==> config.mk <==
export PLATFORM = sky130hd
export DESIGN_NAME = lps_seq
export DESIGN_NICKNAME = d
export VERILOG_FILES = /design/src/design/lps_pkg.sv /design/src/design/lps_thr_if.sv /design/src/design/lps_persist.sv /design/src/design/lps_seq.sv
export SDC_FILE = /design/constraint.sdc
export NUM_CORES = 1
export LEC_CHECK = 0
export BUFFER_PORTS_ARGS = -buffer_cell sky130_fd_sc_hd__clkbuf_2
export CAP_MARGIN = 10
export CORE_MARGIN = 5
export CORE_UTILIZATION = 50
export CTS_BUF_LIST = sky130_fd_sc_hd__clkbuf_8
export CTS_CLUSTER_SIZE = 40
export DETAILED_ROUTE_END_ITERATION = 16
export PLACE_DENSITY = 0.65
export SYNTH_ARGS = -nofsm -noshare
export SYNTH_HDL_FRONTEND = slang
export SYNTH_SLANG_ARGS = --single-unit
==> constraint.sdc <==
create_clock -name clock -period 4.86 [get_ports clock]
set_clock_uncertainty 0.1 [all_clocks]
set_input_delay 0.486 -clock clock [delete_from_list [all_inputs] [get_ports clock]]
set_output_delay 0.486 -clock clock [all_outputs]
set_load 0.05 [all_outputs]
==> src/design/lps_pkg.sv <==
package lps_pkg;

   ////////////////////////////////////////////////////////////////////////////
   // timing
   localparam int CLK_PERIOD_NS = 8;
   localparam int STEP_TIME_NS = 2720000;
   localparam int STEP_CYC_DEF = STEP_TIME_NS / CLK_PERIOD_NS;
   localparam int PULSE_PERIOD_NS = 16000;
   localparam int PULSE_CYC = PULSE_PERIOD_NS / CLK_PERIOD_NS;
   localparam int LED_ON_NS = 7200;
   localparam int LED_ON_CYC = (LED_ON_NS + CLK_PERIOD_NS - 1) / CLK_PERIOD_NS;
   localparam int LONG_WAIT_MULT = 12;

   ////////////////////////////////////////////////////////////////////////////
   // register offsets
   localparam logic [7:0] A_CTRL = 8'h00;
   localparam logic [7:0] A_ATIME = 8'h04;
   localparam logic [7:0] A_WTIME = 8'h08;
   localparam logic [7:0] A_PPULSE = 8'h0C;
   localparam logic [7:0] A_ALS_THR = 8'h10;
   localparam logic [7:0] A_PROX_THR = 8'h14;
   localparam logic [7:0] A_PERS = 8'h18;
   localparam logic [7:0] A_STATUS = 8'h1C;
   localparam logic [7:0] A_INT_EN = 8'h20;
   localparam logic [7:0] A_INT_CLR = 8'h24;
   localparam logic [7:0] A_VIS_DATA = 8'h28;
   localparam logic [7:0] A_IR_DATA = 8'h2C;
   localparam logic [7:0] A_PROX_DATA = 8'h30;
   localparam logic [7:0] A_SEQ_STATE = 8'h34;

   ////////////////////////////////////////////////////////////////////////////
   // field positions
   localparam int CTRL_PON = 0;
   localparam int CTRL_ALS = 1;
   localparam int CTRL_PROX = 2;
   localparam int CTRL_WAIT = 3;
   localparam int WT_LONG = 8;
   localparam int ST_ALS_INT = 0;
   localparam int ST_PROX_INT = 1;
   localparam int ST_ALS_VALID = 2;
   localparam int ST_PROX_VALID = 3;

   ////////////////////////////////////////////////////////////////////////////
   // reset values
   localparam logic [3:0] CTRL_RST = 4'h0;
   localparam logic [7:0] ATIME_RST = 8'h24;
   localparam logic [8:0] WTIME_RST = 9'h000;
   localparam logic [7:0] PPULSE_RST = 8'h08;
   localparam logic [31:0] THR_RST = 32'hFFFF0000;
   localparam logic [7:0] PERS_RST = 8'h00;

   typedef enum logic [1:0] {
      ST_SLEEP = 2'b00,
      ST_PROX = 2'b01,
      ST_ALS = 2'b10,
      ST_WAIT = 2'b11
   } lps_state_e;

   function automatic logic [15:0] lps_sat_inc(input logic [15:0] v, input logic inc);
      lps_sat_inc = (inc && v != 16'hFFFF) ? v + 16'h0001 : v;
   endfunction : lps_sat_inc

endpackage : lps_pkg

==> src/design/lps_thr_if.sv <==
`timescale 1ns/1ps
interface lps_thr_if;
   logic [15:0] low;
   logic [15:0] high;
   logic [15:0] result;
   logic [3:0] pers;
   logic strobe;
   logic hit;
   modport seq (output low, high, result, pers, strobe, input hit);
   modport eval (input low, high, result, pers, strobe, output hit);
endinterface : lps_thr_if

==> src/design/lps_persist.sv <==
`timescale 1ns/1ps
module lps_persist
   import lps_pkg::*;
(
   // clock, reset, freeze
   input wire logic clock,
   input wire logic rstn,
   input wire logic ce,
   // threshold channel
   lps_thr_if.eval t
);

   logic [3:0] cnt;
   wire out_win = (t.result < t.low) || (t.result > t.high);
   wire [3:0] next_cnt = out_win ? ((cnt == 4'hF) ? cnt : cnt + 4'h1) : 4'h0;

   always_ff @(posedge clock)
   begin
      if (!rstn)
      begin
         cnt <= 4'h0;
         t.hit <= 1'b0;
      end
      else if (ce)
      begin
         if (t.strobe)
            cnt <= next_cnt;
         t.hit <= t.strobe && out_win && (next_cnt >= t.pers);
      end
   end
endmodule : lps_persist

==> src/design/lps_seq.sv <==
// The Wishbone register port and the register offsets are this design's own decisions.
`timescale 1ns/1ps
// Overview of operation
// - both channels integrate together, 16-bit saturating
// - both results latched into data together
// - proximity pulse train length 1 to 255
// - pulse period 16us, LED sink on 7.2us
// - sleep and wait states are low power
// - wait timer 2.72ms steps to over 8s
// - level interrupt held until software clears
// - out-of-window result is a trigger condition
// - threshold interrupts only after persistence count reached
// - separate thresholds and persistence per function
// - host reaches registers through slave port
module lps_seq
   import lps_pkg::*;
#(
   parameter int STEP_CYC = STEP_CYC_DEF
)
(
   // clock, reset, freeze
   input wire logic clock,
   input wire logic rstn,
   input wire logic ce,
   // wishbone slave
   input wire logic wb_cyc_i,
   input wire logic wb_stb_i,
   input wire logic wb_we_i,
   input wire logic [7:0] wb_adr_i,
   input wire logic [3:0] wb_sel_i,
   input wire logic [31:0] wb_dat_i,
   output logic [31:0] wb_dat_o,
   output logic wb_ack_o,
   // converter charge pulses
   input wire logic visible_ir_channel,
   input wire logic ir_only_channel,
   input wire logic prox_channel,
   // led and power
   output logic led_driver_sink,
   output logic low_power,
   // interrupt
   output logic irq,
   output logic int_pin_o,
   output logic int_pin_oe
);

   ////////////////////////////////////////////////////////////////////////////
   // registers
   logic [3:0] ctrl;
   logic [7:0] atime;
   logic [8:0] wtime;
   logic [7:0] ppulse;
   logic [31:0] als_thr;
   logic [31:0] prox_thr;
   logic [7:0] pers;
   logic [3:0] status;
   logic [3:0] int_en;
   logic [15:0] vis_data;
   logic [15:0] ir_data;
   logic [15:0] prox_data;

   // sequencer state
   lps_state_e state;
   lps_state_e next_state;
   logic [23:0] step_cnt;
   logic [11:0] step_idx;
   logic [10:0] phase;
   logic [7:0] pulse_idx;
   logic [15:0] acc_vis;
   logic [15:0] acc_ir;
   logic [15:0] acc_prox;

   lps_thr_if als_t ();
   lps_thr_if prox_t ();

   ////////////////////////////////////////////////////////////////////////////
   // bus decode
   wire req = wb_cyc_i && wb_stb_i && !wb_ack_o;
   wire wr = req && wb_we_i;
   wire [31:0] bmask = {{8{wb_sel_i[3]}}, {8{wb_sel_i[2]}}, {8{wb_sel_i[1]}}, {8{wb_sel_i[0]}}};
   wire [31:0] rd_val =
      (wb_adr_i == A_CTRL) ? {28'h0, ctrl} :
      (wb_adr_i == A_ATIME) ? {24'h0, atime} :
      (wb_adr_i == A_WTIME) ? {23'h0, wtime} :
      (wb_adr_i == A_PPULSE) ? {24'h0, ppulse} :
      (wb_adr_i == A_ALS_THR) ? als_thr :
      (wb_adr_i == A_PROX_THR) ? prox_thr :
      (wb_adr_i == A_PERS) ? {24'h0, pers} :
      (wb_adr_i == A_STATUS) ? {28'h0, status} :
      (wb_adr_i == A_INT_EN) ? {28'h0, int_en} :
      (wb_adr_i == A_VIS_DATA) ? {16'h0, vis_data} :
      (wb_adr_i == A_IR_DATA) ? {16'h0, ir_data} :
      (wb_adr_i == A_PROX_DATA) ? {16'h0, prox_data} :
      (wb_adr_i == A_SEQ_STATE) ? {29'h0, low_power, state} : 32'h0;
   wire [31:0] merged = (rd_val & ~bmask) | (wb_dat_i & bmask);
   wire [3:0] clr_vec = (wr && wb_adr_i == A_INT_CLR) ? merged[3:0] : 4'h0;

   ////////////////////////////////////////////////////////////////////////////
   // sequencer decode
   wire step_tick = (step_cnt == 24'(STEP_CYC - 1));
   wire phase_end = (phase == 11'(PULSE_CYC - 1));
   wire [11:0] als_steps = {4'h0, atime} + 12'h001;
   wire [11:0] wait_base = {4'h0, wtime[7:0]} + 12'h001;
   wire [11:0] wait_steps = wtime[WT_LONG] ? 12'(wait_base * 12'(LONG_WAIT_MULT)) : wait_base;
   wire [11:0] wait_len = ctrl[CTRL_WAIT] ? wait_steps : 12'h001;
   wire [7:0] n_pulses = (ppulse == 8'h00) ? 8'h01 : ppulse;
   wire prox_done = (state == ST_PROX) && phase_end && (pulse_idx == n_pulses - 8'h01);
   wire als_done = (state == ST_ALS) && step_tick && (step_idx == als_steps - 12'h001);
   wire wait_done = (state == ST_WAIT) && step_tick && (step_idx == wait_len - 12'h001);
   wire leave = (next_state != state);
   wire sleeping = (state == ST_SLEEP);
   wire als_upd = als_done && ce;
   lps_state_e start_st;
   lps_state_e after_prox;
   assign start_st = ctrl[CTRL_PROX] ? ST_PROX : (ctrl[CTRL_ALS] ? ST_ALS : ST_WAIT);
   assign after_prox = ctrl[CTRL_ALS] ? ST_ALS : ST_WAIT;

   always_comb
   begin
      next_state = state;
      unique case (state)
         ST_SLEEP:
            if (ctrl[CTRL_PON])
               next_state = start_st;
         ST_PROX:
            if (prox_done)
               next_state = after_prox;
         ST_ALS:
            if (als_done)
               next_state = ST_WAIT;
         ST_WAIT:
            if (wait_done)
               next_state = start_st;
      endcase
      if (!ctrl[CTRL_PON])
         next_state = ST_SLEEP;
   end

   ////////////////////////////////////////////////////////////////////////////
   // threshold channels
   assign als_t.low = als_thr[15:0];
   assign als_t.high = als_thr[31:16];
   assign als_t.pers = pers[3:0];
   assign als_t.result = acc_vis;
   assign als_t.strobe = als_done;
   assign prox_t.low = prox_thr[15:0];
   assign prox_t.high = prox_thr[31:16];
   assign prox_t.pers = pers[7:4];
   assign prox_t.result = acc_prox;
   assign prox_t.strobe = prox_done;

   lps_persist u_als_pers (
      .clock(clock),
      .rstn(rstn),
      .ce(ce),
      .t(als_t.eval)
   );

   lps_persist u_prox_pers (
      .clock(clock),
      .rstn(rstn),
      .ce(ce),
      .t(prox_t.eval)
   );

   wire [3:0] set_vec = {prox_done, als_done, prox_t.hit, als_t.hit};
   wire [3:0] next_status = (status & ~clr_vec) | set_vec;

   ////////////////////////////////////////////////////////////////////////////
   // bus slave and registers
   always_ff @(posedge clock)
   begin
      if (!rstn)
      begin
         wb_ack_o <= 1'b0;
         wb_dat_o <= 32'h0;
         ctrl <= CTRL_RST;
         atime <= ATIME_RST;
         wtime <= WTIME_RST;
         ppulse <= PPULSE_RST;
         als_thr <= THR_RST;
         prox_thr <= THR_RST;
         pers <= PERS_RST;
         int_en <= 4'h0;
      end
      else if (ce)
      begin
         wb_ack_o <= req;
         wb_dat_o <= req ? rd_val : wb_dat_o;
         if (wr && wb_adr_i == A_CTRL)
            ctrl <= merged[3:0];
         if (wr && wb_adr_i == A_ATIME)
            atime <= merged[7:0];
         if (wr && wb_adr_i == A_WTIME)
            wtime <= merged[8:0];
         if (wr && wb_adr_i == A_PPULSE)
            ppulse <= merged[7:0];
         if (wr && wb_adr_i == A_ALS_THR)
            als_thr <= merged;
         if (wr && wb_adr_i == A_PROX_THR)
            prox_thr <= merged;
         if (wr && wb_adr_i == A_PERS)
            pers <= merged[7:0];
         if (wr && wb_adr_i == A_INT_EN)
            int_en <= merged[3:0];
      end
   end

   ////////////////////////////////////////////////////////////////////////////
   // status and interrupt
   always_ff @(posedge clock)
   begin
      if (!rstn)
      begin
         status <= 4'h0;
         irq <= 1'b0;
      end
      else if (ce)
      begin
         status <= next_status;
         irq <= |(next_status & int_en);
      end
   end

   assign int_pin_o = 1'b0;
   assign int_pin_oe = irq;

   ////////////////////////////////////////////////////////////////////////////
   // sequencer
   always_ff @(posedge clock)
   begin
      if (!rstn)
      begin
         state <= ST_SLEEP;
         step_cnt <= 24'h0;
         step_idx <= 12'h0;
         phase <= 11'h0;
         pulse_idx <= 8'h0;
         led_driver_sink <= 1'b0;
         low_power <= 1'b1;
      end
      else if (ce)
      begin
         state <= next_state;
         step_cnt <= (leave || step_tick || sleeping) ? 24'h0 : step_cnt + 24'h1;
         step_idx <= leave ? 12'h0 : (step_tick ? step_idx + 12'h1 : step_idx);
         phase <= (leave || phase_end || state != ST_PROX) ? 11'h0 : phase + 11'h1;
         pulse_idx <= leave ? 8'h0 : (phase_end ? pulse_idx + 8'h1 : pulse_idx);
         led_driver_sink <= (state == ST_PROX) && !leave && (phase < 11'(LED_ON_CYC));
         low_power <= (next_state == ST_SLEEP) || (next_state == ST_WAIT);
      end
   end

   ////////////////////////////////////////////////////////////////////////////
   // converters and data registers
   always_ff @(posedge clock)
   begin
      if (!rstn)
      begin
         acc_vis <= 16'h0;
         acc_ir <= 16'h0;
         acc_prox <= 16'h0;
         vis_data <= 16'h0;
         ir_data <= 16'h0;
         prox_data <= 16'h0;
      end
      else if (ce)
      begin
         acc_vis <= (state == ST_ALS && !leave) ? lps_sat_inc(acc_vis, visible_ir_channel) : 16'h0;
         acc_ir <= (state == ST_ALS && !leave) ? lps_sat_inc(acc_ir, ir_only_channel) : 16'h0;
         acc_prox <= (state == ST_PROX && !leave) ? lps_sat_inc(acc_prox, prox_channel && led_driver_sink) : 16'h0;
         if (als_done)
         begin
            vis_data <= acc_vis;
            ir_data <= acc_ir;
         end
         if (prox_done)
            prox_data <= acc_prox;
      end
   end

   ////////////////////////////////////////////////////////////////////////////
   // checks
   logic [10:0] on_run;
   always_ff @(posedge clock)
   begin
      if (!rstn)
         on_run <= 11'h0;
      else if (ce)
         on_run <= led_driver_sink ? on_run + 11'h1 : 11'h0;
   end
endmodule : lps_seq

# Word-level counts from Yosys, hierarchy flattened
# Index checks and enable logic that the tools add are counted.
# W data, S select, Z words.
totals:
  reg_bits: 308
  out_inout_bits: 38
classes:
  n_addsub: 14
  mul: 1
  n_lt_le_gt_ge: 7
  eq_ne: 32
  muxes: 40
  n_bitwise: 8
  n_reduce_logical: 61
op_table:
  columns: ["operator", "n"]
  rows:
  - ["$mux W16", 12]
  - ["$mux W32", 6]
  - ["$and A32 B32 Y32", 2]
  - ["$add A16 B1 Y16 const B", 3]
  - ["$eq A8 B6 Y1 const B", 6]
  - ["$mux W12", 4]
  - ["$ne A16 B16 Y1 const B", 3]
  - ["$eq A8 B5 Y1 const B", 4]
  - ["$gt A16 B16 Y1", 2]
  - ["$lt A16 B16 Y1", 2]
  - ["$not A32 Y32", 1]
  - ["$or A32 B32 Y32", 1]
  - ["$reduce_and A2 Y1", 16]
  - ["$logic_and A1 B1 Y1", 29]
  - ["$add A24 B1 Y24 const B", 1]
  - ["$eq A12 B12 Y1", 2]
  - ["$eq A24 B19 Y1 const B", 1]
  - ["$mux W24", 1]
  - ["$mux W8", 3]
  - ["$mux W4", 5]
  - ["$add A8 B1 Y9 const B", 2]
  - ["$eq A8 B4 Y1 const B", 2]
  - ["$logic_not A8 Y1", 2]
  - ["$add A12 B1 Y12 const B", 1]
  - ["other kinds (30)", 52]

# Logic depth before layout (Yosys ltp)
# Gate-level depths: netlist (run 1).
logic_depth:
  ltp_word: 22
  depth_mapped: 20
  ltp_nobuf: 20

# Hierarchy
# From an unflattened synthesis (run 1), not the netlist that was laid out.
unflattened:
  hier_cells: 2151
  hier_area_um2: 17191.5
by_module_without_submodules:
  columns: ["mod", "n_inst", "cells_each", "area_each_um2", "seq_area_each_um2"]
  rows:
  - ["lps_seq", 1, 1845, 14811.7, 5965.7]
  - ["lps_persist", 2, 153, 1189.9, 100.1]

# Least setup slack after synthesis (run 1)
# No wires, ideal clock.
synth_path:
  path_kind: "register to register"
  startpoint: "register wtime[1]"
  endpoint: "register pulse_idx[5]"
  setup_time_ns: 0.070
  arrival_ns: 4.185
  t_required_ns: 4.690
  slack_ns: 0.505
  stages_incl_launch_ff: 18
  period_less_slack_ns: 4.355
  cell_sequence: "dfxtp_1 ha_1 and3_4 and3_4 xor2_1 ha_1 inv_1 or4_1 mux2i_1 a311oi_2 and3b_2 a21o_1 a211oi_2 a21oi_2 o41ai_4 nor2_2 or4_1 a21oi_1"
synth_via:
  elab_chain_len: 13
  elab_cells_between_ends: 14
  classes_between: "add/sub: 2; mul: 1; eq/ne: 2; mux: 6; reduce/logical: 3"
synth_lines:
  columns: ["item", "line_no", "rtl"]
  rows:
  - ["start, declared", "lps_seq.sv:51", "logic [8:0] wtime;"]
  - ["start signal, assigned", "lps_seq.sv:195", "wtime <= merged[8:0];"]
  - ["$add A8 B1 Y9 *", "lps_seq.sv:103", "wire [11:0] wait_base = {4'h0, wtime[7:0]} + 12'h001;"]
  - ["$mul A9 B2 Y10", "lps_seq.sv:104", "wire [11:0] wait_steps = wtime[WT_LONG] ? 12'(wait_base * 12'(LONG_WAIT_MULT)) : wait_base;"]
  - ["$mux W12 *", "lps_seq.sv:104", null]
  - ["$mux W12 *", "lps_seq.sv:105", "wire [11:0] wait_len = ctrl[CTRL_WAIT] ? wait_steps : 12'h001;"]
  - ["$sub A12 B1 Y12 *", "lps_seq.sv:109", "wire wait_done = (state == ST_WAIT) && step_tick && (step_idx == wait_len - 12'h001);"]
  - ["$eq A12 B12 Y1 *", "lps_seq.sv:109", null]
  - ["$logic_and A1 B1 Y1 *", "lps_seq.sv:109", null]
  - ["$mux W2 *", "lps_seq.sv:132", "if (wait_done)"]
  - ["$pmux W2 S4 *", "lps_seq.sv:121", "unique case (state)"]
  - ["$mux W2 *", "lps_seq.sv:135", "if (!ctrl[CTRL_PON])"]
  - ["$ne A2 B2 Y1 *", "lps_seq.sv:110", "wire leave = (next_state != state);"]
  - ["$reduce_bool A2 Y1 (no line)", null, null]
  - ["$reduce_and A2 Y1 (no line)", null, null]
  - ["end signal, assigned", "lps_seq.sv:248", "pulse_idx <= leave ? 8'h0 : (phase_end ? pulse_idx + 8'h1 : pulse_idx);"]
  - ["end, declared", "lps_seq.sv:68", "logic [7:0] pulse_idx;"]
# Mark *: on every way between the ends. The rest lies on a longest branch, timed or not.
# A chain may end at the register's enable or synchronous reset.

# Worst setup path in the final report (run 1)
layout_path:
  startpoint: "register wtime[1]"
  endpoint: "register pulse_idx[6]"
# The elaborated chain is that of the path after synthesis.

==> flow_metrics.tcl, run 1 <==
set metrics [dict create \
    status "completed" \
    drv_slew 0 \
    synth.distinct_cells 100 \
    busiest_layer "met2" \
    min_period_ps 4612 \
    area.growth.synth_to_final_pct 12.72 \
    port_buffers 89 \
    drive_gt1_frac 0.1288 \
    first_iter_violations 1367 \
    syn_nets 2322 \
    final_util 0.5676 \
    rsz0062_at_grt "false" \
    synth_area_mm2 0.01731 \
    grt_pass1_vias 15041 \
    synth_seq_area_share 0.3562 \
    synth-seq-cells 308 \
    via_per_inst 5.799 \
    grt_max_degree 106 \
    io_pins 91 \
    drt_wl_total_um 52760 \
    grt_pass1_wl_um 82990 \
    placedCellCount 2656 \
    cts_tree "yes" \
    grt_use_met3 0.04877 \
    initial_core_util 0.5035 \
    grt_overflow 0 \
    antenna_found_initial 1 \
    dpl_worst_slack_ps -15.17 \
    ir_drop_mv 0.2505 \
    die_w_um 196.1 \
    startpoint_type "flip-flop" \
    vias 15976 \
    synth_area_leaders "dfxtp_1, nand2_1, ha_1, nor2_1, a21oi_1" \
    drc 0 \
    hold_class "in -> reg" \
    setup_viol 0 \
    synthCells 2178 \
    clock_path_buffers 3 \
    postSynthAreaPerCell_um2 7.947 \
    die-area_mm2 0.03844 \
    fin_crit_sh 0.9490 \
    clk-insertion-delay-late_ps 640 \
    critPathArrivalTime_ps 5070 \
    critPathKind "reg -> reg" \
    power.density_mw_per_mm2 270.7 \
    yosysTopAreaCell "dfxtp_1" \
    drt.antenna.violating_nets 0 \
    max_slew_margin 0.1884 \
    tightest_slew_ps 1213 \
    dr.pass1.iters 6 \
    clk_pin_slew_ps 60 \
    max_freq_ghz 0.2168 \
    synthFlopType "dfxtp_1" \
    cts-root-buf "clkbuf_8" \
    post_drt_wl_per_cell_um 19.15 \
    synth_warnings 0 \
    cts-hold-fix-buffers 0 \
    end_kind "flip-flop" \
    grt_usage 0.2657 \
    htree_levels 2 \
    die_h_um 196.1 \
    gp_congestion 0.9080 \
    cp_max_fo 9 \
    grt_use_met2 0.4250 \
    numClockSinks 308 \
    synth-edff-count 0 \
    final_cells 2755 \
    synthArstFlopShare 0 \
    final_nets 2404 \
    max-cap-violations 0 \
    use_met1 0.3654 \
    hpwl_um 38220 \
    leakagePower_nw 7.779 \
    r2r_slack_ps 250 \
    setup_slack_ps 247.7 \
    rows 68 \
    core-area_mm2 0.03437 \
    cts_buffers 54 \
    hold_viol_final 0 \
    post-synth-top-area-fraction 0.3562 \
    crit_required_ps 5320 \
]
final cells by class:
class	count	area, µm²
multi-input cells	1659	10460
clock buffers	68	935.9
flip-flops and latches	308	6176
diodes	1	2.502
well taps	455	569.3
fillers	3334	14860
clock inverters	27	186.4
inverters	101	380.4
repair buffers	136	800.8
where the power goes:
group          internal [mW]  leakage (nW)  switching [mW]
Combinational         0.0678          4.65           0.175
Sequential              2.53          2.49         0.00717
Clock                   1.37         0.639            1.13
Total                   3.97          7.78            1.31
sequential cells by signal (all words and copies together), names as in the netlist, 2 cells and up:
| register | cells |
|---|---|
| state | 2 |
| wb_dat_o | 32 |
| int_en | 4 |
| phase | 11 |
| step_idx | 12 |
| prox_data | 16 |
| ir_data | 16 |
| als_thr | 32 |
| vis_data | 16 |
| wtime | 9 |
| pulse_idx | 8 |
| u_prox_pers.cnt | 4 |
| status | 4 |
| acc_vis | 16 |
| prox_thr | 32 |
| ppulse | 8 |
| atime | 8 |
| step_cnt | 24 |
| acc_prox | 16 |
| acc_ir | 16 |
| u_als_pers.cnt | 4 |
| pers | 8 |
| ctrl | 4 |
critical path: stages, from the launching register on:
cell and delay [ps]:
dfxtp_4 410, and4_4 250, a21boi_1 120, or2_2 350, ha_2 400, and2_1 210, nand3_1 170, a211oi_2 290
nor3_4 80, or2_2 300, a211o_1 300, a31o_2 290, o41ai_4 460, nor2_2 150, or4_1 510, a21oi_1 140
layout by cell type (no fill, tap or decap), types with 27 or more instances in the layout:
master	n
nand2_1	326
dfxtp_1	304
nor2_1	248
a21oi_1	157
inv_1	110
clkbuf_2	88
ha_1	87
o21ai_0	80
clkbuf_8	68
nand3_1	67
xnor2_1	55
xor2_1	53
mux2i_1	48
buf_4	48
o211ai_1	43
nand4_1	40
a21boi_0	36
and2_1	30
and3_1	28
nor3_1	27
final timing paths:
kind / startpoint / endpoint / cells after the start
setup / recovery: wtime[1]$_SDFFE_PN0P_ / pulse_idx[6]$_SDFFE_PN0P_ / 15
hold / removal: wb_dat_i[16] / als_thr[16]$_SDFFE_PN1P_ / 3
setup reg to reg: wtime[1]$_SDFFE_PN0P_ / pulse_idx[6]$_SDFFE_PN0P_ / 15
hold reg to reg: ir_data[0]$_SDFFE_PN0P_ / ir_data[0]$_SDFFE_PN0P_ / 2
cells by family (layout without fill, tap and decap cells):
kind of cell	after synthesis	after routing	synth area share
and+or+nand+nor	903	903	0.2454
AOI/OAI and AO/OA	492	492	0.1914
DFF	308	308	0.3562
buffers and inverters	211	332	0.04771
xor gates and xnor gates	112	112	0.05711
adders and majority gates	91	91	0.06622
muxes	60	60	0.03578
other	1	2	0.0002167
cells in the mapped netlist (all sizes together) (14+ instances only):
cell / count
a22o: 15
and2: 32
dfxtp: 308
a21boi: 37
ha: 90
buf: 16
xor2: 57
a21o: 25
clkbuf: 94
nor3: 31
o21a: 15
nor4: 14
nand4: 41
mux2i: 48
inv: 99
nor2: 252
o21ai: 83
nand3: 69
xnor2: 55
nor3b: 22
o211ai: 43
a22oi: 25
or3: 14
and3: 30
nor2b: 25
a211oi: 15
a21oi: 158
nand2: 328
through the flow:
| stage | hold slack, ps | cell area [µm²] | TNS (ps) | total power [mW] |
|---|---|---|---|---|
| 2_1_floorplan | 328.4 | 17310 | 0 | 2.744 |
| 5_1_grt | 68.22 | 19510 | 0 | 5.460 |
| 6_report | 102.2 | 19510 | 0 | 5.282 |
| 4_1_cts | 61.59 | 19360 | 0 | 5.324 |
| 3_3_place_gp | 338.9 | 18230 | 0 | 2.835 |
| 3_5_place_dp | 346.1 | 18230 | -22.87 | 2.837 |
per-layer routing:
layer,vias up,routed length (µm)
met4,0,1537
li1,7803,-
met3,91,3383
met1,7555,23820
met2,527,24020
met5,-,0
repair_timing:
action / in CTS / in global routing
gates resized for setup: 2 / 22
pin swaps: 0 / 7
setup buffers: 0 / 3
setup endpoints to repair: 2 / 21
(Power assumes the default switching activity.)
==> run 2: changes to the inputs <==
--- a/config.mk
+++ b/config.mk
@@ -7,12 +7,13 @@
 export LEC_CHECK = 0
 export BUFFER_PORTS_ARGS = -buffer_cell sky130_fd_sc_hd__clkbuf_2
 export CAP_MARGIN = 10
-export CORE_MARGIN = 5
-export CORE_UTILIZATION = 50
+export CELL_PAD_IN_SITES_DETAIL_PLACEMENT = 0
+export CELL_PAD_IN_SITES_GLOBAL_PLACEMENT = 1
+export CORE_UTILIZATION = 45
 export CTS_BUF_LIST = sky130_fd_sc_hd__clkbuf_8
 export CTS_CLUSTER_SIZE = 40
 export DETAILED_ROUTE_END_ITERATION = 16
-export PLACE_DENSITY = 0.65
+export PLACE_DENSITY = 0.76
 export SYNTH_ARGS = -nofsm -noshare
 export SYNTH_HDL_FRONTEND = slang
 export SYNTH_SLANG_ARGS = --single-unit
==> flow_metrics.tcl, run 2 (synthesized netlist as in run 1, its figures left out) <==
set metrics [dict create \
    cts_tree "yes" \
    vias 15807 \
    biggestRegsByFlops "als_thr: 32 flops, prox_thr: 32 flops, wb_dat_o: 32 flops" \
    crit_slowest_cell "o41ai_4" \
    drive_gt1_frac 0.1261 \
    max-cap-violations 0 \
    die-area_mm2 0.03925 \
    port_buffers 89 \
    rows 71 \
    post_drt_wl_per_cell_um 19.15 \
    worstPathCellList "and4_4, a21boi_1, or2_2, ha_2, and2_1, nand3_1, a211oi_2, nor3_4, or2_2, a211o_1, a31o_2, o41ai_4, nor2_4, or4_1, a21oi_1" \
    cts_buffers 53 \
    io_pins 91 \
    via_per_inst 5.625 \
    end_kind "flip-flop" \
    hpwl_um 39470 \
    hold_class "in -> reg" \
    area.growth.synth_to_final_pct 13.08 \
    grt_max_degree 65 \
    worst_r2r_startpoint "wtime[2]$_SDFFE_PN0P_" \
    ir_drop_mv 0.1519 \
    drt_wl_total_um 53810 \
    clk_pin_slew_ps 70 \
    dr.pass1.iters 7 \
    setup_viol 0 \
    grt_overflow 0 \
    hold_viol_final 0 \
    cts-root-buf "clkbuf_8" \
    setup_slack_ps 161.0 \
    layout_common_cells "nand2_1, dfxtp_1, nor2_1" \
    hold_ws_ps 86.83 \
    startpoint_type "flip-flop" \
    max_freq_ghz 0.2128 \
    clk-insertion-delay-late_ps 640 \
    grt_pass1_vias 14645 \
    layout_commonest_cell "nand2_1" \
    clock_path_buffers 3 \
    hp-start "wb_dat_i[16]" \
    gp_congestion 0.8995 \
    drv_slew 0 \
    numClockSinks 308 \
    cts-hold-fix-buffers 0 \
    die_w_um 198.1 \
    placedCellCount 2714 \
    tightest_slew_ps 1170 \
    ff2ff_path_depth 15 \
    path_common_cell "or2_2" \
    multiInputGateArea_mm2 0.01046 \
    leakagePower_nw 7.790 \
    n_antenna_cell 0 \
    critPathArrivalTime_ps 5150 \
    startpoint "wtime[2]$_SDFFE_PN0P_" \
    antenna_found_initial 0 \
    n_fill_cell 3648 \
    critPathKind "reg -> reg" \
    die_h_um 198.1 \
    drt.antenna.violating_nets 0 \
    htree_levels 2 \
    dpl_worst_slack_ps -89.59 \
    final_nets 2404 \
    cp_max_fo 8 \
    min_period_ps 4699 \
    grt_usage 0.2738 \
    crit_required_ps 5320 \
    max_slew_margin 0.2170 \
    final_cells 2810 \
    initial_core_util 0.4584 \
    grt_pass1_wl_um 83180 \
    max_stage_delay_ps 540 \
    core-area_mm2 0.03776 \
    hold_path_depth 3 \
    area.sequential_mm2 0.006173 \
    fin_crit_sh 0.9669 \
    first_iter_violations 1023 \
    status "completed" \
    drc 0 \
    power.density_mw_per_mm2 266.9 \
]
[run 2: cell types whose count changed in the layout (fill, tap and decap cells not counted), sizes merged]
cell / change
inv: +5
diode: -1
buf: +1
clkbuf: +1
bufinv: -1
clkinv: -6
[run 2: what timing repair did]
action / CTS / global route
pin swaps: 1 / 5
setup buffers: 0 / 1
gates resized for setup: 1 / 23
endpoints found under the setup margin: 14 / 22
[run 2: layout make-up]
class	count	area share
multi-input cells	1659	0.5344
well taps	511	0.03267
clock inverters	25	0.006968
flip-flops and latches	308	0.3154
repair buffers	137	0.04258
clock buffers	69	0.04852
inverters	101	0.01943
[run 2: path summary, 6_finish.rpt]
kind                               end  slack, ps
max          pulse_idx[5]$_SDFFE_PN0P_        160
min           als_thr[16]$_SDFFE_PN1P_         90
max reg2reg  pulse_idx[5]$_SDFFE_PN0P_        160
min reg2reg  vis_data[14]$_SDFFE_PN0P_        350
[run 2: power breakdown]
| part | switching (mW) | leakage, nW | total [mW] | internal [mW] |
|---|---|---|---|---|
| combinational | 0.175 | 4.67 | 0.245 | 0.0692 |
| clock | 1.12 | 0.634 | 2.44 | 1.32 |
| sequential | 0.00705 | 2.49 | 2.54 | 2.53 |
[run 2: routing by layer]
metal	GRT usage	vias up	part of all wire
met4	0.08096	0	0.024
met1	0.3789	7527	0.47
met2	0.4320	411	0.45
met5	0	-	0
li1	-	7784	-
met3	0.04888	85	0.060
[run 2: worst max-delay path: cells and delay by family (launching register included)]
| kind | cells | cell delay, ps |
|---|---|---|
| and+or+nand+nor | 8 | 1990 |
| AOI/OAI and AO/OA | 6 | 1720 |
| DFF | 1 | 390 |
| adders and majority gates | 1 | 390 |
[run 2: metrics by stage]
| stage | cell area, µm² | utilization | total power [mW] | TNS (ps) |
|---|---|---|---|---|
| global placement | 18330 | 0.4855 | 2.839 | 0 |
| global route | 19570 | 0.5184 | 5.406 | -25.44 |
| floorplan | 17310 | - | 2.744 | 0 |
| finish | 19570 | 0.5184 | 5.223 | 0 |
| CTS | 19420 | 0.5145 | 5.277 | -16.78 |
| detailed placement | 18330 | 0.4855 | 2.840 | -956.0 |
